`src/dtc_defs.vh`:
```
// dtc_defs.vh: register indices, field positions, reset values
// for the dual timer/counter pair; included by the design file
`ifndef DTC_DEFS_VH
`define DTC_DEFS_VH

// register indices, byte address is four times the index
`define DTC_IDX_MODE 8'h89
`define DTC_IDX_T0_LOW 8'h8a
`define DTC_IDX_T1_LOW 8'h8b
`define DTC_IDX_T0_HIGH 8'h8c
`define DTC_IDX_T1_HIGH 8'h8d
`define DTC_IDX_RUN 8'ha0
`define DTC_IDX_STAT 8'ha1
`define DTC_IDX_MASK 8'ha2

// timer_mode_control fields
`define DTC_T1_GATE 7
`define DTC_T1_SRC 6
`define DTC_T1_MODE_HI 5
`define DTC_T1_MODE_LO 4
`define DTC_T0_GATE 3
`define DTC_T0_SRC 2
`define DTC_T0_MODE_HI 1
`define DTC_T0_MODE_LO 0

// mode field encodings
`define DTC_MODE_PRESCALE 2'h0
`define DTC_MODE_FULL16 2'h1
`define DTC_MODE_RELOAD 2'h2
`define DTC_MODE_SPLIT 2'h3

// run, status and mask bit positions
`define DTC_T0_BIT 0
`define DTC_T1_BIT 1

// reset values
`define DTC_RST_MODE 8'h00
`define DTC_RST_DATA 8'h00
`define DTC_RST_FLAGS 2'h0

// timer mode steps once every this many clock cycles
`define DTC_TIMER_DIV 2

`endif

```
`src/dtc_timer_pair.v`:
```
// dtc_timer_pair.v: two 8/16-bit timer/counters behind an APB slave
// assumes count and gate pins synchronous to clock; APB on clock
//
// Design decision made here: the APB slave port.
`timescale 1ns/100ps
`include "dtc_defs.vh"

module dtc_timer_pair #(
    parameter ADDR_W = 10
) (
    input wire clock,
    input wire nrst,
    input wire psel,
    input wire penable,
    input wire pwrite,
    input wire [ADDR_W-1:0] paddr,
    input wire [31:0] pwdata,
    output reg [31:0] prdata,
    output reg pready,
    output reg pslverr,
    input wire timer0_count_pin,
    input wire timer1_count_pin,
    input wire external_interrupt_0_pin,
    input wire external_interrupt_1_pin,
    output reg irq
);

    reg [7:0] mode_ff;
    reg [7:0] t0_low_ff;
    reg [7:0] t0_high_ff;
    reg [7:0] t1_low_ff;
    reg [7:0] t1_high_ff;
    reg [1:0] run_ff;
    reg [1:0] stat_ff;
    reg [1:0] mask_ff;
    reg phase_ff;
    reg t0_pin_ff;
    reg t1_pin_ff;

    reg [7:0] nxt_t0_low;
    reg [7:0] nxt_t0_high;
    reg [7:0] nxt_t1_low;
    reg [7:0] nxt_t1_high;
    reg [1:0] nxt_stat;
    reg [1:0] nxt_mask;
    reg [31:0] nxt_rdata;
    reg nxt_err;

    // one step of a timer in modes 00, 01, 10; returns {ovf, high, low}
    function [16:0] dtc_step;
        input [1:0] md;
        input [7:0] lo;
        input [7:0] hi;
        begin
            dtc_step = {1'b0, hi, lo};
            case (md)
                `DTC_MODE_PRESCALE: begin
                    if (lo[4:0] == 5'h1f) begin
                        dtc_step = {(hi == 8'hff), hi + 8'h01,
                            lo[7:5], 5'h00};
                    end else begin
                        dtc_step = {1'b0, hi, lo[7:5], lo[4:0] + 5'h01};
                    end
                end
                `DTC_MODE_FULL16: begin
                    dtc_step = {1'b0, hi, lo} + 17'h00001;
                end
                `DTC_MODE_RELOAD: begin
                    if (lo == 8'hff) begin
                        dtc_step = {1'b1, hi, hi};
                    end else begin
                        dtc_step = {1'b0, hi, lo + 8'h01};
                    end
                end
                default: begin
                    dtc_step = {1'b0, hi, lo};
                end
            endcase
        end
    endfunction

    wire [1:0] t0_mode = mode_ff[`DTC_T0_MODE_HI:`DTC_T0_MODE_LO];
    wire [1:0] t1_mode = mode_ff[`DTC_T1_MODE_HI:`DTC_T1_MODE_LO];
    wire t0_split = (t0_mode == `DTC_MODE_SPLIT);

    // apb decode
    wire [7:0] idx = paddr[ADDR_W-1:2];
    wire aligned = (paddr[1:0] == 2'h0);
    wire setup = psel & ~penable;
    wire done = psel & penable & pready;
    wire wr = done & pwrite & ~pslverr;
    wire rd = done & ~pwrite & ~pslverr;
    wire wr_mode = wr & (idx == `DTC_IDX_MODE);
    wire wr_t0l = wr & (idx == `DTC_IDX_T0_LOW);
    wire wr_t1l = wr & (idx == `DTC_IDX_T1_LOW);
    wire wr_t0h = wr & (idx == `DTC_IDX_T0_HIGH);
    wire wr_t1h = wr & (idx == `DTC_IDX_T1_HIGH);
    wire wr_run = wr & (idx == `DTC_IDX_RUN);
    wire wr_mask = wr & (idx == `DTC_IDX_MASK);
    wire rd_stat = rd & (idx == `DTC_IDX_STAT);

    // count enables from run bit and gate
    wire t0_en = run_ff[`DTC_T0_BIT] &
        (~mode_ff[`DTC_T0_GATE] | external_interrupt_0_pin);
    wire t1_en = run_ff[`DTC_T1_BIT] &
        (~mode_ff[`DTC_T1_GATE] | external_interrupt_1_pin);

    // count pin falling edges
    wire t0_fall = t0_pin_ff & ~timer0_count_pin;
    wire t1_fall = t1_pin_ff & ~timer1_count_pin;

    // source select: divided clock or count pin
    wire t0_src = mode_ff[`DTC_T0_SRC] ? t0_fall : phase_ff;
    wire t1_src = mode_ff[`DTC_T1_SRC] ? t1_fall : phase_ff;
    wire t0_tick = t0_en & t0_src;
    wire t1_tick = t1_en & t1_src;
    // split high byte steps on the divided clock, gated by timer1 run bit
    wire t0h_tick = run_ff[`DTC_T1_BIT] & phase_ff;

    wire [16:0] t0_next = dtc_step(t0_mode, t0_low_ff, t0_high_ff);
    wire [16:0] t1_next = dtc_step(t1_mode, t1_low_ff, t1_high_ff);

    // counters; a software write wins over a step in the same cycle
    always @* begin
        nxt_t0_low = t0_low_ff;
        nxt_t0_high = t0_high_ff;
        nxt_t1_low = t1_low_ff;
        nxt_t1_high = t1_high_ff;
        nxt_stat = stat_ff;
        if (rd_stat) begin
            nxt_stat = `DTC_RST_FLAGS;
        end
        if (t0_split) begin
            if (t0_tick) begin
                nxt_t0_low = t0_low_ff + 8'h01;
                if (t0_low_ff == 8'hff) begin
                    nxt_stat[`DTC_T0_BIT] = 1'b1;
                end
            end
            if (t0h_tick) begin
                nxt_t0_high = t0_high_ff + 8'h01;
                if (t0_high_ff == 8'hff) begin
                    nxt_stat[`DTC_T1_BIT] = 1'b1;
                end
            end
        end else if (t0_tick) begin
            nxt_t0_high = t0_next[15:8];
            nxt_t0_low = t0_next[7:0];
            if (t0_next[16]) begin
                nxt_stat[`DTC_T0_BIT] = 1'b1;
            end
        end
        // mode 11 is held by the step function
        if (t1_tick) begin
            nxt_t1_high = t1_next[15:8];
            nxt_t1_low = t1_next[7:0];
            if (t1_next[16] & ~t0_split) begin
                nxt_stat[`DTC_T1_BIT] = 1'b1;
            end
        end
        if (wr_t0l) begin
            nxt_t0_low = pwdata[7:0];
        end
        if (wr_t0h) begin
            nxt_t0_high = pwdata[7:0];
        end
        if (wr_t1l) begin
            nxt_t1_low = pwdata[7:0];
        end
        if (wr_t1h) begin
            nxt_t1_high = pwdata[7:0];
        end
    end

    always @* begin
        nxt_mask = mask_ff;
        if (wr_mask) begin
            nxt_mask = pwdata[1:0];
        end
    end

    // read mux, latched in the setup cycle
    always @* begin
        nxt_rdata = 32'h00000000;
        nxt_err = 1'b0;
        if (!aligned) begin
            nxt_err = 1'b1;
        end else begin
            case (idx)
                `DTC_IDX_MODE: begin
                    nxt_rdata[7:0] = mode_ff;
                end
                `DTC_IDX_T0_LOW: begin
                    nxt_rdata[7:0] = t0_low_ff;
                end
                `DTC_IDX_T1_LOW: begin
                    nxt_rdata[7:0] = t1_low_ff;
                end
                `DTC_IDX_T0_HIGH: begin
                    nxt_rdata[7:0] = t0_high_ff;
                end
                `DTC_IDX_T1_HIGH: begin
                    nxt_rdata[7:0] = t1_high_ff;
                end
                `DTC_IDX_RUN: begin
                    nxt_rdata[1:0] = run_ff;
                end
                `DTC_IDX_STAT: begin
                    nxt_rdata[1:0] = stat_ff;
                end
                `DTC_IDX_MASK: begin
                    nxt_rdata[1:0] = mask_ff;
                end
                default: begin
                    nxt_err = 1'b1;
                end
            endcase
        end
    end

    // read data loaded in setup, held until the next setup
    always @(posedge clock or negedge nrst) begin
        if (!nrst) begin
            prdata <= 32'h00000000;
        end else if (setup) begin
            prdata <= nxt_rdata;
        end
    end

    // one access cycle after every setup
    always @(posedge clock or negedge nrst) begin
        if (!nrst) begin
            pready <= 1'b0;
        end else if (setup) begin
            pready <= 1'b1;
        end else if (done) begin
            pready <= 1'b0;
        end
    end

    // error flag travels with pready
    always @(posedge clock or negedge nrst) begin
        if (!nrst) begin
            pslverr <= 1'b0;
        end else if (setup) begin
            pslverr <= nxt_err;
        end else if (done) begin
            pslverr <= 1'b0;
        end
    end

    // mode register
    always @(posedge clock or negedge nrst) begin
        if (!nrst) begin
            mode_ff <= `DTC_RST_MODE;
        end else if (wr_mode) begin
            mode_ff <= pwdata[7:0];
        end
    end

    // run bits
    always @(posedge clock or negedge nrst) begin
        if (!nrst) begin
            run_ff <= 2'h0;
        end else if (wr_run) begin
            run_ff <= pwdata[1:0];
        end
    end

    // timer0 low byte
    always @(posedge clock or negedge nrst) begin
        if (!nrst) begin
            t0_low_ff <= `DTC_RST_DATA;
        end else begin
            t0_low_ff <= nxt_t0_low;
        end
    end

    // timer0 high byte
    always @(posedge clock or negedge nrst) begin
        if (!nrst) begin
            t0_high_ff <= `DTC_RST_DATA;
        end else begin
            t0_high_ff <= nxt_t0_high;
        end
    end

    // timer1 low byte
    always @(posedge clock or negedge nrst) begin
        if (!nrst) begin
            t1_low_ff <= `DTC_RST_DATA;
        end else begin
            t1_low_ff <= nxt_t1_low;
        end
    end

    // timer1 high byte
    always @(posedge clock or negedge nrst) begin
        if (!nrst) begin
            t1_high_ff <= `DTC_RST_DATA;
        end else begin
            t1_high_ff <= nxt_t1_high;
        end
    end

    // sticky overflow flags
    always @(posedge clock or negedge nrst) begin
        if (!nrst) begin
            stat_ff <= `DTC_RST_FLAGS;
        end else begin
            stat_ff <= nxt_stat;
        end
    end

    // interrupt mask
    always @(posedge clock or negedge nrst) begin
        if (!nrst) begin
            mask_ff <= `DTC_RST_FLAGS;
        end else begin
            mask_ff <= nxt_mask;
        end
    end

    // irq follows the next flags so it rises with the overflow
    always @(posedge clock or negedge nrst) begin
        if (!nrst) begin
            irq <= 1'b0;
        end else begin
            irq <= |(nxt_stat & nxt_mask);
        end
    end

    // divide-by-two phase for timer mode
    always @(posedge clock or negedge nrst) begin
        if (!nrst) begin
            phase_ff <= 1'b0;
        end else begin
            phase_ff <= ~phase_ff;
        end
    end

    // previous pin levels, idle high so reset gives no false edge
    always @(posedge clock or negedge nrst) begin
        if (!nrst) begin
            t0_pin_ff <= 1'b1;
        end else begin
            t0_pin_ff <= timer0_count_pin;
        end
    end

    always @(posedge clock or negedge nrst) begin
        if (!nrst) begin
            t1_pin_ff <= 1'b1;
        end else begin
            t1_pin_ff <= timer1_count_pin;
        end
    end

endmodule // dtc_timer_pair

```
`config.mk`:
```
export PLATFORM = sky130hd
export DESIGN_NAME = dtc_timer_pair
export DESIGN_NICKNAME = d
export VERILOG_FILES = /design/src/dtc_timer_pair.v
export VERILOG_INCLUDE_DIRS = /design/src
export SDC_FILE = /design/constraint.sdc
export NUM_CORES = 1
export LEC_CHECK = 0
export BUFFER_PORTS_ARGS = -buffer_cell sky130_fd_sc_hd__buf_2
export CORE_UTILIZATION = 57
export CTS_CLUSTER_DIAMETER = 30
export DETAILED_ROUTE_END_ITERATION = 16
export GPL_TIMING_DRIVEN = 0
export PLACE_DENSITY_LB_ADDON = 0.1
export SYNTH_ARGS = -nofsm -noshare
export SYNTH_HDL_FRONTEND = slang
export SYNTH_SLANG_ARGS = --single-unit
```
`constraint.sdc`:
```
create_clock -name clock -period 2.9 [get_ports clock]
set_input_delay 0.29 -clock clock [delete_from_list [all_inputs] [get_ports clock]]
set_output_delay 0.29 -clock clock [all_outputs]
set_load 0.005 [all_outputs]
```
==> results by group, run 1 <==
Run status
  – Status: complete, no violations

Worst setup path
  – CP required: 3.12 ns
  – Critical Path, Cell by Cell: ha_1, nand3_1, inv_2, ha_1, nand2_1, a21oi_4, nand2_1, a221oi_1, a22oi_1
  – Worst setup EP type: register
  – Crit path launch type: register
  – Crit path depth: 9
  – CP max FO: 7
  – R2R depth: 9
  – Slowest stage delay, CP: 0.47 ns
  – Crit-path slowest cell: dfrtp_1
  – Critical path arrival: 2.84 ns
  – Kind of critical path: register to register
  – Cell family with most CP delay: compound AO/OA/AOI/OAI gates
  – Buf+Inv Stages, Crit Path: 1

Timing
  – Slew @ Worst Pin: 0.856 ns
  – PnR worst setup slack: 0.278 ns
  – Final Skew: 0.0106 ns
  – Setup TNS: 0 ns
  – RSZ-0062 raised after global routing: no
  – Minimum clock period: 2.62 ns
  – Final hold viol count: 0
  – Fmax: 381 MHz
  – Final Cycle Share: 0.904
  – Worst slew margin: 0.428
  – Setup Viol. Count Final: 0
  – Fin. max-slew vios: 0

Detailed routing
  – Via density per instance: 6.53
  – Via count: 4909
  – Antenna Nets Post-Route: 0
  – Drt total wl: 14900 um
  – # DRC: 0
  – Initial DRC Count: 504
  – Pre-Repair DR Iteration Count: 7
  – Wire per inst: 19.9 um

Final layout
  – Area grow syn2layout: 12.6%
  – # nets final: 711
  – Share of layout cells above drive strength 1: 0.168
  – Post-route cell area: 5330 um2
  – Antenna cell count: 0

Clock tree
  – H-tree depth: 3
  – Clock sinks: 60
  – Worst-path clk slew: 0.07 ns
  – Root Buffer: clkbuf_8
  – CTS tree: done
  – Cts bufs inserted: 9
  – CTS Hold Bufs: 0
  – Clk_lat worst skew: 0.35 ns
  – Clock buffer depth: 2

GRT
  – Largest net degree at the start of global routing: 61
  – Grt met2 use: 0.589
  – GR Overflow Total: 0
  – GRT met3 Usage: 0.0431
  – Initial antenna violation count: 0
  – First-pass GRT wire length: 23900 um
  – Vias in the first global route: 4670
  – Tot GR Track Use: 0.364
  – Busiest grt layer: met2
  – Met1 Track Usage GR: 0.463

Yosys
  – Mux cell area share after synthesis: 0.0320
  – Synthesis Warnings: 0
  – Ys flop type: dfrtp_1
  – Largest family of logic cells by synthesized area: compound AO/OA/AOI/OAI gates
  – Top cells by area, synth: dfrtp_1 31%, nand2_1 5.5%, o21ai_0 4.8%
  – Distinct cell type count after synthesis: 75
  – Post-synth top area share: 0.306
  – Ys async rst share: 1.00
  – Synth Area in Compound Gates: 0.264
  – Cell count after synthesis: 576
  – Syn_area_per_cell: 8.23 um2
  – Sequential element share of the synthesized area: 0.317
  – Yosys reg bits: 60
  – Post-Synth Adder-Cell Area: 0.0370
  – EDFF count, synth: 0
  – Synth area leader: dfrtp_1
  – Simple logic cell fraction of the synthesized area: 0.257
  – Post-Synth XOR/XNOR Area: 0.00924
  – Cell Area, Synth: 4740 um2

Power and ir drop
  – Sequential Power Share: 0.480
  – Pleak: 2.31 nW
  – Combinational Power Share: 0.088
  – Cell Int Power: 0.00132 W
  – Clock power share: 0.432
  – Overall Power: 0.00179 W
  – PwrDens: 335 nW/um2
  – Peak VDD IR: 0.193 mV
  – Sw Pwr: 0.000467 W
  – Sw Ratio: 0.261

Placed design
  – Placed instance area: 5130 um2
  – Setup WS pre-CTS: 0.204 ns
  – HPWL reported at the end of detailed placement: 11100 um
  – I/O Buffers: 36
  – Routability Congestion: 1.02

Floorplanning
  – Cell row count: 32
  – Die height: 93.2 um
  – I/O Pins: 86
  – Core box area: 7890 um2
  – Starting Density: 0.601
  – Die outline area: 8680 um2
  – Die width: 93.2 um

Worst hold path
  – Hold crit path type: input port to asynchronous set/reset pin

Flow run
  – Max_cap viols: 0
[synth_stat cells, types with 3 or more instances]
library cell / n
nand2_1: 69
dfrtp_1: 58
o21ai_0: 45
nor2_1: 31
nand3_1: 28
inv_1: 25
buf_4: 24
a21oi_1: 22
clkbuf_1: 21
and3_1: 14
ha_1: 14
a22oi_1: 13
nor3_1: 13
a31oi_1: 12
nor2b_1: 12
and2_1: 9
mux2_2: 9
o211ai_1: 9
a22o_1: 8
nand2b_1: 8
nand4_1: 7
or3_1: 7
a221oi_1: 6
o22ai_1: 6
a41o_1: 5
and4_1: 5
mux2i_1: 5
a211o_1: 4
a211oi_1: 4
buf_2: 4
nor3b_1: 4
or2_2: 4
xnor2_1: 4
a21o_1: 3
a31o_2: 3
and4b_1: 3
nand4b_1: 3
nor4_1: 3
o2111ai_1: 3
o221ai_1: 3
[timing repair]
item	in CTS	in global routing
gates resized for setup	0	2
setup endpoints to repair	0	2
setup buffers	0	0
[kinds of logic (layout without fill, tap and decap cells)]
| logic type | count (synthesis) | in the layout |
|---|---|---|
| other | 1 | 24 |
| AOI/OAI and AO/OA | 177 | 177 |
| muxes | 14 | 14 |
| adders and majority gates | 14 | 14 |
| and+or+nand+nor | 229 | 229 |
| DFF | 60 | 60 |
| buffers and inverters | 76 | 127 |
| xor gates and xnor gates | 5 | 5 |
[layout by cell type, fill, tap and decap left out, types with 14 or more instances in the layout]
| cell | count |
|---|---|
| nor2_1 | 31 |
| conb_1 | 24 |
| and3_1 | 14 |
| clkbuf_1 | 22 |
| ha_1 | 14 |
| dfrtp_1 | 58 |
| o21ai_0 | 45 |
| inv_1 | 24 |
| buf_2 | 39 |
| nand3_1 | 28 |
| buf_4 | 25 |
| a21oi_1 | 22 |
| nand2_1 | 69 |
[worst reg2reg max path, cell delays in order (launching register included)]
cell and delay [ns]:
dfrtp_1 0.47, ha_1 0.23, nand3_1 0.19, inv_2 0.17, ha_1 0.24, nand2_1 0.22
a21oi_4 0.28, nand2_1 0.24, a221oi_1 0.36, a22oi_1 0.10
[path summary, 6_finish.rpt]
path / startpoint / endpoint / slack, ns
max reg2reg: t1_low_ff[0]$_DFFE_PN0P_ / t1_high_ff[5]$_DFFE_PN0P_ / 0.28
max: t1_low_ff[0]$_DFFE_PN0P_ / t1_high_ff[5]$_DFFE_PN0P_ / 0.28
min in group clock: timer0_count_pin / t0_pin_ff$_DFF_PN1_ / 0.04
min: nrst / t1_low_ff[7]$_DFFE_PN0P_ / 0.01
min reg2reg: prdata[1]$_DFFE_PN0P_ / prdata[1]$_DFFE_PN0P_ / 0.49
max in group asynchronous: nrst / t0_low_ff[3]$_DFFE_PN0P_ / 2.37
[cell type report]
cell class	instances	area [um2]
inverters	25	93.8
well taps	102	128
plain buffers	51	302
repair buffers	36	183
fillers	683	2550
multi-input cells	463	2930
flip-flops and latches	60	1500
clock buffers	11	141
clock inverters	4	50.0
[power groups by stage]
| stage | sequential, W | clock [W] | combinational (W) |
|---|---|---|---|
| global placement | 0.000873 | 0 | 0.000151 |
| finish | 0.000858 | 0.000773 | 0.000157 |
| floorplan | 0.000870 | 0 | 0.0000859 |
| CTS | 0.000857 | 0.000770 | 0.000154 |
| detailed placement | 0.000873 | 0 | 0.000153 |
| global route | 0.000859 | 0.000810 | 0.000173 |
[through the flow]
stage          hold WS, ns  cells   util
6_report            0.0136    752  0.676
3_3_place_gp         0.402    737  0.651
3_5_place_dp         0.406    737  0.651
4_1_cts             0.0375    752  0.675
5_1_grt             0.0341    752  0.676
2_1_floorplan     -0.00559    599      -
[routing by layer]
layer	wire, um	vias to the layer above
met5	0	-
met4	754	0
met3	1330	65
met2	7050	304
met1	5810	2289
li1	-	2251
[flip-flops by register name, indices dropped and copies added, names as in the netlist]
register	flops
t1_low_ff	8
phase_ff	1
t0_high_ff	8
t1_high_ff	8
t0_low_ff	8
mode_ff	8
prdata	8
stat_ff	2
t1_pin_ff	1
pslverr	1
run_ff	2
pready	1
mask_ff	2
irq	1
t0_pin_ff	1
No activity file was read; power rests on OpenSTA's default activity.
==> inputs of run 2 (changes only) <==
Settings changed: CELL_PAD_IN_SITES_DETAIL_PLACEMENT set to 2, CELL_PAD_IN_SITES_GLOBAL_PLACEMENT set to 2, CORE_UTILIZATION 57 to 33, PLACE_DENSITY set to 0.84, PLACE_DENSITY_LB_ADDON 0.1 to unset.
==> results by group, run 2 (synthesis gave the netlist of run 1 again) <==
Run status
  – Status: complete, no violations (unchanged)

Clock tree
  – H-tree depth: 3 (unchanged)
  – Clock sinks: 60 (unchanged)
  – Worst-path clk slew: 0.06 ns (was 0.07 ns)
  – CTS tree: done (unchanged)
  – Cts bufs inserted: 9 (unchanged)
  – Root Buffer: clkbuf_16 (was clkbuf_8)
  – Clk_lat worst skew: 0.34 ns (was 0.35 ns)
  – Clock buffer depth: 2 (unchanged)

Worst setup path
  – Worst setup EP type: register (unchanged)
  – Buf+Inv Stages, Crit Path: 2 (was 1)
  – CP max FO: 9 (was 7)
  – Crit path depth: 9 (unchanged)
  – Crit-path slowest cell: or3_1 (was dfrtp_1)
  – Kind of critical path: register to register (unchanged)
  – R2R depth: 9 (unchanged)
  – Critical Path, Cell by Cell: clkbuf_1, and3_1, ha_1, nand2b_1, o21ai_0, or3_1, clkbuf_1, nor4_1, o22a_1 (was ha_1, nand3_1, inv_2, ha_1, nand2_1, a21oi_4, nand2_1, a221oi_1, a22oi_1)
  – CP required: 3.18 ns (was 3.12 ns)
  – Crit path launch type: register (unchanged)
  – Cell family with most CP delay: simple AND/OR/NAND/NOR gates (was compound AO/OA/AOI/OAI gates)
  – Cell mode on critical path: clkbuf_1
  – Critical path arrival: 3.04 ns (was 2.84 ns)
  – Slowest stage delay, CP: 0.44 ns (was 0.47 ns)

Detailed routing
  – Initial DRC Count: 288 (was 504)
  – Via count: 4973 (was 4909)
  – Pre-Repair DR Iteration Count: 7 (unchanged)
  – Drt total wl: 19400 um (was 14900 um)
  – Antenna Nets Post-Route: 0 (unchanged)
  – Wire per inst: 23.2 um (was 19.9 um)
  – # DRC: 0 (unchanged)
  – Via density per instance: 5.96 (was 6.53)

Timing
  – Final Cycle Share: 0.954 (was 0.904)
  – RSZ-0062 raised after global routing: yes (was no)
  – Worst slew margin: 0.383 (was 0.428)
  – Fin. max-slew vios: 0 (unchanged)
  – Fmax: 362 MHz (was 381 MHz)
  – Slew @ Worst Pin: 0.924 ns (was 0.856 ns)
  – Minimum clock period: 2.77 ns (was 2.62 ns)
  – Setup Viol. Count Final: 0 (unchanged)
  – Final hold viol count: 0 (unchanged)
  – Hold_ws: 0.0382 ns (was 0.0136 ns)
  – Final Skew: 0.00722 ns (was 0.0106 ns)
  – PnR worst setup slack: 0.134 ns (was 0.278 ns)

Final layout
  – Final non-filler cell total: 834 (was 752)
  – # nets final: 714 (was 711)
  – Area grow syn2layout: 18.2% (was 12.6%)
  – Most common cell after layout, fill and taps aside: nand2_1 (unchanged)
  – Share of layout cells above drive strength 1: 0.176 (was 0.168)
  – Antenna cell count: 0 (unchanged)
  – Most frequent cells in the layout: 68 x nand2_1, 58 x dfrtp_1, 45 x o21ai_0, 39 x buf_2, 31 x nor2_1 (was 69 x nand2_1, 58 x dfrtp_1, 45 x o21ai_0, 39 x buf_2, 31 x nor2_1)
  – Post-route cell area: 5600 um2 (was 5330 um2)

Flow run
  – Max_cap viols: 0 (unchanged)

Floorplanning
  – Die outline area: 14800 um2 (was 8680 um2)
  – Starting Density: 0.340 (was 0.601)
  – Die height: 122 um (was 93.2 um)
  – Cell row count: 43 (was 32)
  – I/O Pins: 86 (unchanged)
  – Die width: 122 um (was 93.2 um)
  – Core box area: 13900 um2 (was 7890 um2)

Worst hold path
  – Hold crit path type: input port to asynchronous set/reset pin (unchanged)

Placed design
  – HPWL reported at the end of detailed placement: 14500 um (was 11100 um)
  – I/O Buffers: 36 (unchanged)
  – Placed instance area: 5230 um2 (was 5130 um2)
  – Placed Instances: 815 (was 737)
  – Setup WS pre-CTS: 0.0586 ns (was 0.204 ns)
  – Routability Congestion: 0.892 (was 1.02)

GRT
  – Initial antenna violation count: 0 (unchanged)
  – Vias in the first global route: 5244 (was 4670)
  – Largest net degree at the start of global routing: 61 (unchanged)
  – First-pass GRT wire length: 30000 um (was 23900 um)
  – Tot GR Track Use: 0.271 (was 0.364)
  – GR Overflow Total: 0 (unchanged)

Power and ir drop
  – Peak VDD IR: 0.243 mV (was 0.193 mV)
  – Overall Power: 0.00225 W (was 0.00179 W)
  – Pleak: 2.41 nW (was 2.31 nW)
  – PwrDens: 402 nW/um2 (was 335 nW/um2)
## run 2: cell types whose count changed in the layout (fill, tap and decap cells not counted), sizes merged
cell,before,now
clkinv,1,2
bufinv,1,2
clkinvlp,2,0
clkbuf,32,33
buf,66,69
## run 2: worst register-to-register path: cells and delay by family (launching register included)
kind | cells | cell delay [ns]
flip-flops | 1 | 0.32
AO/OA/AOI/OAI | 2 | 0.40
adder cells (fa/ha/maj) | 1 | 0.21
buffers and inverters | 2 | 0.56
AND/OR/NAND/NOR | 4 | 1.22
## run 2: metal layers
metal	wire length [um]	GRT usage	vias up
met1	8290	0.333	2554
met3	811	0.0445	34
met2	9780	0.474	136
met4	482	0.0957	0
met5	0	0	-
li1	-	-	2249
## run 2: stage by stage
step | setup TNS, ns | utilization
finish | 0 | 0.402
global placement | 0 | 0.375
CTS | 0 | 0.400
global route | -0.00797 | 0.402
floorplan | 0 | -
detailed placement | 0 | 0.376
## run 2: power breakdown
group,leakage (nW),internal [W],switching [W]
clock network,0.169,0.000819,0.000405
logic,1.44,0.0000604,0.000105
registers,0.796,0.000848,0.0000125
## run 2: worst paths after layout
| kind | from | endpoint | slack [ns] |
|---|---|---|---|
| max | t0_low_ff[3]$_DFFE_PN0P_ | t0_high_ff[6]$_DFFE_PN0P_ | 0.13 |
| min | nrst | pready$_DFFE_PN0P_ | 0.04 |
| max reg2reg | t0_low_ff[3]$_DFFE_PN0P_ | t0_high_ff[6]$_DFFE_PN0P_ | 0.13 |
| min reg2reg | prdata[3]$_DFFE_PN0P_ | prdata[3]$_DFFE_PN0P_ | 0.48 |
| max in group asynchronous | nrst | t0_high_ff[1]$_DFFE_PN0P_ | 2.31 |
| min in group clock | timer0_count_pin | t0_pin_ff$_DFF_PN1_ | 0.06 |
## run 2: what timing repair did
action | CTS | global route
hold buffers | 0 | 0
resized for setup | 1 | 2
endpoints found under the hold margin | 0 | 0
pin swaps | 0 | 1
setup buffers | 0 | 3
setup endpoints to repair | 1 | 3
## run 2: cell type report
| class | instances | area [um2] |
|---|---|---|
| fillers | 1596 | 8330 |
| multi-input cells | 463 | 2940 |
| well taps | 180 | 225 |
| clock inverters | 4 | 70.1 |
| repair buffers | 39 | 205 |
| clock buffers | 12 | 267 |
| flip-flops and latches | 60 | 1500 |
| plain buffers | 51 | 302 |
| inverters | 25 | 93.8 |
